**config.mk**
```make
export PLATFORM = sky130hd
export DESIGN_NAME = bvr_ctrl
export DESIGN_NICKNAME = d
export VERILOG_FILES = /design/src/common/bvr_pkg.sv /design/src/design/bvr_ctrl.sv /design/src/design/bvr_abort_resp.sv
export SDC_FILE = /design/constraint.sdc
export NUM_CORES = 1
export LEC_CHECK = 0
export BUFFER_PORTS_ARGS = -buffer_cell sky130_fd_sc_hd__buf_4
export CAP_MARGIN = 20
export CORE_AREA = 2 2 77 79
export DETAILED_ROUTE_END_ITERATION = 12
export DIE_AREA = 0 0 79 81
export PLACE_DENSITY = 0.7
export SLEW_MARGIN = 20
export SYNTH_ARGS = -nofsm -noshare
export SYNTH_HDL_FRONTEND = slang
export SYNTH_SLANG_ARGS = --single-unit
```
**constraint.sdc**
```tcl
create_clock -name core_clk -period 1.3 [get_ports core_clk]
set_input_delay 0 -clock core_clk [delete_from_list [all_inputs] [get_ports core_clk]]
set_output_delay 0 -clock core_clk [all_outputs]
set_load 0.05 [all_outputs]
```
**src/common/bvr_pkg.sv**
```systemverilog
// bvr_pkg: constants for the bridge control upper-half logic
// (vga forwarding, master abort mode, secondary bus reset).
// assumes a 32-bit pci configuration data path, dword addressed.
package bvr_pkg;

  // ----------------------------------------------------------------
  // configuration map
  // ----------------------------------------------------------------
  localparam logic [5:0] BVR_BCTL_DWORD = 6'h0F;  // byte offset 3Ch
  localparam int BVR_VGA_EN_BIT = 19;
  localparam int BVR_RSVD_BIT = 20;
  localparam int BVR_MA_MODE_BIT = 21;
  localparam int BVR_SBR_BIT = 22;
  localparam int BVR_CTL_BYTE = 2;
  localparam int BVR_CTL_LSB = 16;
  localparam logic BVR_VGA_EN_RST = 1'h0;
  localparam logic BVR_MA_MODE_RST = 1'h0;
  localparam logic BVR_SBR_RST = 1'h0;

  // ----------------------------------------------------------------
  // legacy vga ranges
  // ----------------------------------------------------------------
  localparam logic [31:0] BVR_VGA_MEM_LO = 32'h000A_0000;
  localparam logic [31:0] BVR_VGA_MEM_HI = 32'h000B_FFFF;
  localparam logic [9:0] BVR_VGA_IO1_LO = 10'h3B0;
  localparam logic [9:0] BVR_VGA_IO1_HI = 10'h3BB;
  localparam logic [9:0] BVR_VGA_IO2_LO = 10'h3C0;
  localparam logic [9:0] BVR_VGA_IO2_HI = 10'h3DF;
  localparam logic [15:0] BVR_IO_UPPER = 16'h0000;

  // ----------------------------------------------------------------
  // master abort answer
  // ----------------------------------------------------------------
  localparam logic [31:0] BVR_MA_RDATA = 32'hFFFF_FFFF;

  // vga hit for a memory or i/o address
  function automatic logic bvr_vga_hit(input logic [31:0] a, input logic is_mem,
                                       input logic is_io);
    logic mem_hit;
    logic io_hit;
    mem_hit = (a >= BVR_VGA_MEM_LO) && (a <= BVR_VGA_MEM_HI);
    io_hit = (a[31:16] == BVR_IO_UPPER) &&
             (((a[9:0] >= BVR_VGA_IO1_LO) && (a[9:0] <= BVR_VGA_IO1_HI)) ||
              ((a[9:0] >= BVR_VGA_IO2_LO) && (a[9:0] <= BVR_VGA_IO2_HI)));
    return (is_mem && mem_hit) || (is_io && io_hit);
  endfunction

endpackage

```
**src/design/bvr_ctrl.sv**
```systemverilog
// bvr_ctrl: bridge control upper half, vga decode, abort mode, sec reset.
// assumes config cycles and transaction decode strobes on core_clk.
//
// What this block does
// [RQ1] with vga enable clear, vga-range primary cycles are claimed only via the i/o window with isa mode off.
// [RQ2] with vga enable set, primary memory cycles at 000A0000h-000BFFFFh are claimed and forwarded.
// [RQ3] with vga enable set, primary i/o at 3B0h-3BBh or 3C0h-3DFh with bits 31:16 zero is claimed.
// [RQ4] software sets both i/o and memory space enables for vga forwarding to work.
// [RQ5] vga memory and i/o ranges are never claimed on the secondary bus while vga enable is set.
// [RQ6] bit 20 is reserved and always reads as zero.
// [RQ7] with abort mode clear, a master-aborted delayed cycle completes with trdy, reads give all ones.
// [RQ8] with abort mode clear, a master-aborted posted write raises no system error.
// [RQ9] with abort mode set, a master-aborted delayed cycle ends in target abort.
// [RQ10] with abort mode set, a master-aborted posted write raises system error if serr enable is on.
// [RQ11] the secondary reset pin follows the secondary bus reset bit.
// [RQ12] while secondary reset is asserted, buffers and secondary logic are held in reset.
// [RQ13] secondary reset leaves primary logic and configuration contents unchanged.
// [RQ14] vga enable, abort mode and secondary reset bits clear on device reset.
`timescale 1ns/100ps
module bvr_ctrl
  import bvr_pkg::*;
(
  // clock and reset
  input wire logic core_clk,
  input wire logic rst,
  // configuration access
  input wire logic cfg_wr,
  input wire logic cfg_rd,
  input wire logic [5:0] cfg_dword,
  input wire logic [3:0] cfg_be,
  input wire logic [31:0] cfg_wdata,
  output logic [31:0] cfg_rdata_reg,
  output logic cfg_rvalid_reg,
  // command register and window state
  input wire logic cmd_io_en,
  input wire logic cmd_mem_en,
  input wire logic cmd_serr_en,
  input wire logic isa_mode,
  input wire logic p_io_win_hit,
  input wire logic s_io_win_hit,
  // primary transaction decode
  input wire logic p_valid,
  input wire logic p_is_mem,
  input wire logic p_is_io,
  input wire logic [31:0] p_addr,
  output logic p_claim_reg,
  output logic p_vga_reg,
  // secondary transaction decode
  input wire logic s_valid,
  input wire logic s_is_mem,
  input wire logic s_is_io,
  input wire logic [31:0] s_addr,
  output logic s_claim_reg,
  // master abort of a bridge-initiated cycle
  input wire logic ma_event,
  input wire logic ma_posted,
  input wire logic ma_read,
  output logic dt_trdy_reg,
  output logic dt_tabort_reg,
  output logic [31:0] dt_rdata_reg,
  output logic p_serr_reg,
  // secondary reset
  output logic s_rst_n_reg,
  output logic sec_logic_rst_reg
);

  // ----------------------------------------------------------------
  // control bits
  // ----------------------------------------------------------------
  logic vga_en_reg;
  logic ma_mode_reg;
  logic sbr_reg;

  wire logic bctl_sel = (cfg_dword == BVR_BCTL_DWORD);
  wire logic ctl_wr = cfg_wr & bctl_sel & cfg_be[BVR_CTL_BYTE];
  wire logic vga_en_next = ctl_wr ? cfg_wdata[BVR_VGA_EN_BIT] : vga_en_reg;
  wire logic ma_mode_next = ctl_wr ? cfg_wdata[BVR_MA_MODE_BIT] : ma_mode_reg;
  wire logic sbr_next = ctl_wr ? cfg_wdata[BVR_SBR_BIT] : sbr_reg;

  // only the device reset touches these; the secondary reset never does
  always_ff @(posedge core_clk or posedge rst) begin
    if (rst) begin
      vga_en_reg <= BVR_VGA_EN_RST;   // [RQ14]
      ma_mode_reg <= BVR_MA_MODE_RST; // [RQ14]
      sbr_reg <= BVR_SBR_RST;         // [RQ14]
    end else begin
      vga_en_reg <= vga_en_next;      // [RQ13]
      ma_mode_reg <= ma_mode_next;
      sbr_reg <= sbr_next;
    end
  end

  // ----------------------------------------------------------------
  // configuration read
  // ----------------------------------------------------------------
  logic [31:0] bctl_word;
  always_comb begin
    bctl_word = 32'h0000_0000;
    bctl_word[BVR_VGA_EN_BIT] = vga_en_reg;
    bctl_word[BVR_RSVD_BIT] = 1'b0; // [RQ6]
    bctl_word[BVR_MA_MODE_BIT] = ma_mode_reg;
    bctl_word[BVR_SBR_BIT] = sbr_reg;
  end

  // unmapped dwords and bits not held here read as zero
  wire logic [31:0] rdata_next = (cfg_rd & bctl_sel) ? bctl_word : 32'h0000_0000;

  always_ff @(posedge core_clk or posedge rst) begin
    if (rst) begin
      cfg_rdata_reg <= 32'h0000_0000;
      cfg_rvalid_reg <= 1'b0;
    end else begin
      cfg_rdata_reg <= rdata_next;
      cfg_rvalid_reg <= cfg_rd;
    end
  end

  // ----------------------------------------------------------------
  // primary decode
  // ----------------------------------------------------------------
  wire logic p_vga = bvr_vga_hit(p_addr, p_is_mem, p_is_io);
  // forwarding needs both space enables; software must set them
  wire logic vga_on = vga_en_reg & cmd_io_en & cmd_mem_en; // [RQ4]
  wire logic p_vga_claim = p_valid & p_vga & vga_on;       // [RQ2] [RQ3]
  // base/limit path, with isa mode withholding the whole i/o window
  wire logic p_win_claim = p_valid & p_is_io & cmd_io_en & p_io_win_hit & ~isa_mode; // [RQ1]
  wire logic p_claim_next = p_vga_claim | p_win_claim;

  always_ff @(posedge core_clk or posedge rst) begin
    if (rst) begin
      p_claim_reg <= 1'b0;
      p_vga_reg <= 1'b0;
    end else begin
      p_claim_reg <= p_claim_next;
      p_vga_reg <= p_vga_claim;
    end
  end

  // ----------------------------------------------------------------
  // secondary decode
  // ----------------------------------------------------------------
  wire logic s_vga = bvr_vga_hit(s_addr, s_is_mem, s_is_io);
  // upstream claim comes from outside the i/o window only
  wire logic s_up = s_valid & s_is_io & ~s_io_win_hit;
  wire logic s_block = vga_en_reg & s_vga;                 // [RQ5]
  // the secondary side is idle while its reset is asserted
  wire logic s_claim_next = s_up & ~s_block & ~sbr_reg;    // [RQ5] [RQ12]

  always_ff @(posedge core_clk or posedge rst) begin
    if (rst) begin
      s_claim_reg <= 1'b0;
    end else begin
      s_claim_reg <= s_claim_next;
    end
  end

  // ----------------------------------------------------------------
  // secondary reset
  // ----------------------------------------------------------------
  always_ff @(posedge core_clk or posedge rst) begin
    if (rst) begin
      s_rst_n_reg <= 1'b0;
      sec_logic_rst_reg <= 1'b1;
    end else begin
      s_rst_n_reg <= ~sbr_reg;      // [RQ11]
      sec_logic_rst_reg <= sbr_reg; // [RQ12]
    end
  end

  // ----------------------------------------------------------------
  // master abort answer
  // ----------------------------------------------------------------
  // a pending abort is dropped with the buffers when secondary reset hits
  bvr_abort_resp u_abort (
    .core_clk(core_clk),
    .rst(rst),
    .sec_rst(sbr_reg),
    .ma_mode(ma_mode_reg),
    .serr_en(cmd_serr_en),
    .ma_event(ma_event),
    .ma_posted(ma_posted),
    .ma_read(ma_read),
    .dt_trdy_reg(dt_trdy_reg),
    .dt_tabort_reg(dt_tabort_reg),
    .dt_rdata_reg(dt_rdata_reg),
    .p_serr_reg(p_serr_reg)
  );

  // ----------------------------------------------------------------
  // checks
  // ----------------------------------------------------------------
  vga_off_claim_a: assert property ( // [RQ1]
    @(posedge core_clk) disable iff (rst)
    (p_valid & ~vga_en_reg & p_vga & ~(p_is_io & p_io_win_hit & ~isa_mode))
      |=> !p_claim_reg)
    else $error("vga cycle claimed with vga enable clear");

  vga_mem_claim_a: assert property ( // [RQ2]
    @(posedge core_clk) disable iff (rst)
    (p_valid & p_is_mem & vga_on & (p_addr >= BVR_VGA_MEM_LO) & (p_addr <= BVR_VGA_MEM_HI))
      |=> p_claim_reg && p_vga_reg)
    else $error("vga memory cycle not claimed");

  vga_io_claim_a: assert property ( // [RQ3]
    @(posedge core_clk) disable iff (rst)
    (p_valid & p_is_io & vga_on & (p_addr[31:16] == BVR_IO_UPPER)
      & (p_addr[9:0] >= BVR_VGA_IO2_LO) & (p_addr[9:0] <= BVR_VGA_IO2_HI))
      |=> p_claim_reg)
    else $error("vga i/o cycle not claimed");

  sec_vga_block_a: assert property ( // [RQ5]
    @(posedge core_clk) disable iff (rst)
    (s_valid & s_vga & vga_en_reg) |=> !s_claim_reg)
    else $error("vga range claimed on secondary");

  rsvd_read_zero_a: assert property ( // [RQ6]
    @(posedge core_clk) disable iff (rst)
    cfg_rvalid_reg |-> !cfg_rdata_reg[BVR_RSVD_BIT])
    else $error("reserved bit read as one");

  ma_trdy_data_a: assert property ( // [RQ7]
    @(posedge core_clk) disable iff (rst)
    (ma_event & ~ma_posted & ma_read & ~ma_mode_reg & ~sbr_reg)
      |=> dt_trdy_reg && (dt_rdata_reg == BVR_MA_RDATA) && !dt_tabort_reg)
    else $error("abort read did not complete with all ones");

  ma_posted_quiet_a: assert property ( // [RQ8]
    @(posedge core_clk) disable iff (rst)
    (ma_event & ma_posted & ~ma_mode_reg) |=> !p_serr_reg)
    else $error("system error raised with abort mode clear");

  ma_tabort_a: assert property ( // [RQ9]
    @(posedge core_clk) disable iff (rst)
    (ma_event & ~ma_posted & ma_mode_reg & ~sbr_reg) |=> dt_tabort_reg && !dt_trdy_reg)
    else $error("target abort missing");

  ma_serr_a: assert property ( // [RQ10]
    @(posedge core_clk) disable iff (rst)
    (ma_event & ma_posted & ma_mode_reg & ~sbr_reg)
      |=> (p_serr_reg == $past(cmd_serr_en)))
    else $error("system error does not follow serr enable");

  sec_reset_pin_a: assert property ( // [RQ11]
    @(posedge core_clk) disable iff (rst)
    (ctl_wr ##1 1'b1) |=> (s_rst_n_reg == !$past(cfg_wdata[BVR_SBR_BIT], 2)))
    else $error("secondary reset pin does not follow its bit");

  sec_logic_hold_a: assert property ( // [RQ12]
    @(posedge core_clk) disable iff (rst)
    (sbr_reg & !s_rst_n_reg) |-> sec_logic_rst_reg && !s_claim_reg)
    else $error("secondary logic active during secondary reset");

  cfg_keep_a: assert property ( // [RQ13]
    @(posedge core_clk) disable iff (rst)
    (sbr_reg & ~ctl_wr) |=> (vga_en_reg == $past(vga_en_reg))
      && (ma_mode_reg == $past(ma_mode_reg)))
    else $error("configuration changed by secondary reset");

  reset_clear_a: assert property ( // [RQ14]
    @(posedge core_clk)
    rst |=> !vga_en_reg && !ma_mode_reg && !sbr_reg)
    else $error("control bits not cleared by reset");

endmodule

```
**src/design/bvr_abort_resp.sv**
```systemverilog
// bvr_abort_resp: answers a master abort on a bridge-initiated cycle.
// assumes one-cycle event strobes from the bridge master state machines.
`timescale 1ns/100ps
module bvr_abort_resp
  import bvr_pkg::*;
(
  // clock and reset
  input wire logic core_clk,
  input wire logic rst,
  input wire logic sec_rst,
  // controls
  input wire logic ma_mode,
  input wire logic serr_en,
  // abort event
  input wire logic ma_event,
  input wire logic ma_posted,
  input wire logic ma_read,
  // answers
  output logic dt_trdy_reg,
  output logic dt_tabort_reg,
  output logic [31:0] dt_rdata_reg,
  output logic p_serr_reg
);

  // ----------------------------------------------------------------
  // decode
  // ----------------------------------------------------------------
  wire logic ev = ma_event & ~sec_rst;
  wire logic dt_ev = ev & ~ma_posted;
  wire logic trdy_next = dt_ev & ~ma_mode;
  wire logic tabort_next = dt_ev & ma_mode;
  wire logic serr_next = ev & ma_posted & ma_mode & serr_en;
  // only reads get the all-ones word; write completions carry no data
  wire logic [31:0] rdata_next = (trdy_next & ma_read) ? BVR_MA_RDATA : 32'h0000_0000;

  // ----------------------------------------------------------------
  // registers
  // ----------------------------------------------------------------
  always_ff @(posedge core_clk or posedge rst) begin
    if (rst) begin
      dt_trdy_reg <= 1'b0;
      dt_tabort_reg <= 1'b0;
      dt_rdata_reg <= 32'h0000_0000;
      p_serr_reg <= 1'b0;
    end else begin
      dt_trdy_reg <= trdy_next;     // [RQ7]
      dt_rdata_reg <= rdata_next;   // [RQ7]
      dt_tabort_reg <= tabort_next; // [RQ9]
      p_serr_reg <= serr_next;      // [RQ8] [RQ10]
    end
  end

endmodule

```
==> metrics.cfg <==
[sta]
maxSlewHeadroom_pct = 59.5
slew_viol_final = 0
skew_ns = 0.00156
rsz0062_at_grt = false
setup_viol = 0
period_share_pct = 91.5
finalSetupTns_ns = 0
period_needed_ns = 1.19
hold_viol = 0
fmax_mhz = 840
worstMarginPinSlew_ns = 0.607
fin_hold_ws_ns = 0.0324

[run]
cap_violations = 0

[yosys]
synthAdderAreaFrac_pct = 0
postSynthCellCount = 129
synth_compound_area_share_pct = 2.83
synth_cell_types = 27
syn_area_per_cell_sq_um = 9.25
yosys.area_share.simple_pct = 22.0
synth_top_family_by_area = buffers and inverters
ys_async_sr_fraction_pct = 100
ys.flop_type = dfrtp_1
yosys.area_share.xor_xnor_pct = 0
syn_area_sq_um = 1190
ys_ff_latch = 16
synth_edf_count = 0
synthMuxAreaShare_pct = 2.83
yosysWarnings = 0
ys_seq_area_share_pct = 33.6

[floorplanning]
io_pins = 198
die-width_um = 79
placementRows = 28
dieArea_sq_um = 6400
dieHeight_um = 81
initial_core_util_pct = 21.0
core_sq_um = 5680

[clock_tree]
cts_sinks = 16
clk_pin_slew_ns = 0.06
cts_tree = built
cts_root_buffer = clkbuf_8
clockBufferDepth = 2
clk_latency_ns = 0.24
cts_made_buffers = 3
htreeDepth = 1

[setup_path]
arrival_ns = 1.19
critPathBufInv = 1
cp_slowest_stage_delay_ns = 0.65
crit_path_start_kind = register
crit_slowest_cell = dfrtp_2
critical_path_class = register to primary output
crit_fanout = 32
worstPathCellList = buf_4
cp.required_ns = 1.30
cp.depth = 1
r2r_cells = 4
critPathCaptureType = primary output
crit_family = flip-flops

[drt]
vias = 1164
ant_nets = 0
first_pass_iters = 2
routed_wl_um = 3200
first_iter_violations = 2
drc_errors = 0
post_drt_wl_per_cell_um = 10.5
via_per_inst = 3.80

[global_routing]
use_met2_pct = 18.9
grt_pass1_vias = 1058
grt_overflow = 0
grtUsageMet1_pct = 9.44
grt_max_degree = 33
grt-busiest-layer = met2
grt.total_usage_pct = 9.50
antenna_found_initial = 0
grt.met3_usage_pct = 2.33
grt_pass1_wl_um = 4620

[finish]
finalNetCount = 357
diodes = 0
area_growth_pct = 67.8
final_cell_mix = buf_4, conb_1, dfrtp_1, dlygate4sd3_1
fin_util_pct = 35.3
stdcell_area_sq_um = 2000
largest_reg_flops = 3
layout_commonest_cell = buf_4
drive_above_1_share_pct = 57.6

[pwr]
ir_drop_mv = 0.335
leakagePower_nw = 1.09
powerDensity_nw_per_um2 = 839

[worst_hold_path]
hold_path.class = primary input to register
hold_depth = 3

[place]
placed_cell_area_sq_um = 1850
gp_congestion = 0.775
port_buffers = 120
hpwl_um = 2780

[status]
outcome = finished clean

cell families (layout without fill, tap and decap cells):
logic type | after synthesis | after routing
other cells | 1 | 29
mux | 3 | 3
simple gates | 42 | 42
compound gates | 5 | 5
buf+inv | 62 | 136
flops | 16 | 16
layer usage:
| layer | routed length, um | part of all wire [%] |
|---|---|---|
| met1 | 1030 | 32 |
| met2 | 1710 | 53 |
| met3 | 436 | 14 |
| met4 | 28 | 0.88 |
| met5 | 0 | 0 |
repair_timing:
item	4_1_cts	5_1_grt
gates resized for setup	0	1
endpoints found under the setup margin	0	1
hold endpoints to repair	24	0
hold buffers	9	0
buffers inserted	0	0
area by class of cell:
class | instances | area (sq um)
Tap cell | 75 | 93.8
Multi-Input combinational cell | 79 | 445
Inverter | 2 | 7.51
Fill cell | 592 | 3670
Clock buffer | 4 | 55.1
Sequential cell | 16 | 403
Timing Repair Buffer | 130 | 998
worst reg2reg max path: stages (launching register included):
cell	delay (ns)
dfrtp_1	0.38
nor4b_1	0.33
nand4_1	0.15
nand2_1	0.08
o21ai_0	0.07
power by group:
part / total (W) / internal, W / switching [W]
Clock: 0.000429 / 0.000268 / 0.000160
Sequential: 0.000544 / 0.000521 / 0.0000233
Combinational: 0.000707 / 0.000250 / 0.000457
Total: 0.00168 / 0.00104 / 0.000641
worst paths after layout:
| kind | startpoint | endpoint | slack (ns) |
|---|---|---|---|
| max | u_abort.dt_rdata_reg[30] | dt_rdata_reg[12] | 0.11 |
| min | p_is_io | p_claim_reg | 0.03 |
| max reg2reg | vga_en_reg | s_claim_reg | 0.16 |
| min reg2reg | sbr_reg | sec_logic_rst_reg | 0.48 |
| max in group asynchronous | rst | u_abort.dt_rdata_reg[30] | 0.48 |
| min in group asynchronous | rst | cfg_rvalid_reg | 0.39 |
stage by stage:
step           setup slack [ns]  cells  total power, W
2_1_floorplan             0.256    157         0.00108
3_3_place_gp              0.146    293         0.00123
3_5_place_dp              0.104    293         0.00124
4_1_cts                  0.0676    306         0.00171
5_1_grt                 0.00739    306         0.00177
6_report                  0.110    306         0.00168
cell usage after synthesis (2+ instances only):
library cell  number  area share (%)
and3_1             4             2.1
buf_4             60              38
dfrtp_1           15              31
inv_1              2            0.63
mux2_2             3             2.8
nand2_1            6             1.9
nand4_1            6             3.1
nand4b_1           2             1.5
nor2_1             6             1.9
nor2b_1            2             1.0
nor3_1             3             1.3
nor4_1             2             1.0
nor4_2             2             2.1
nor4b_1            3             2.2
No activity file was read; power rests on OpenSTA's default activity.
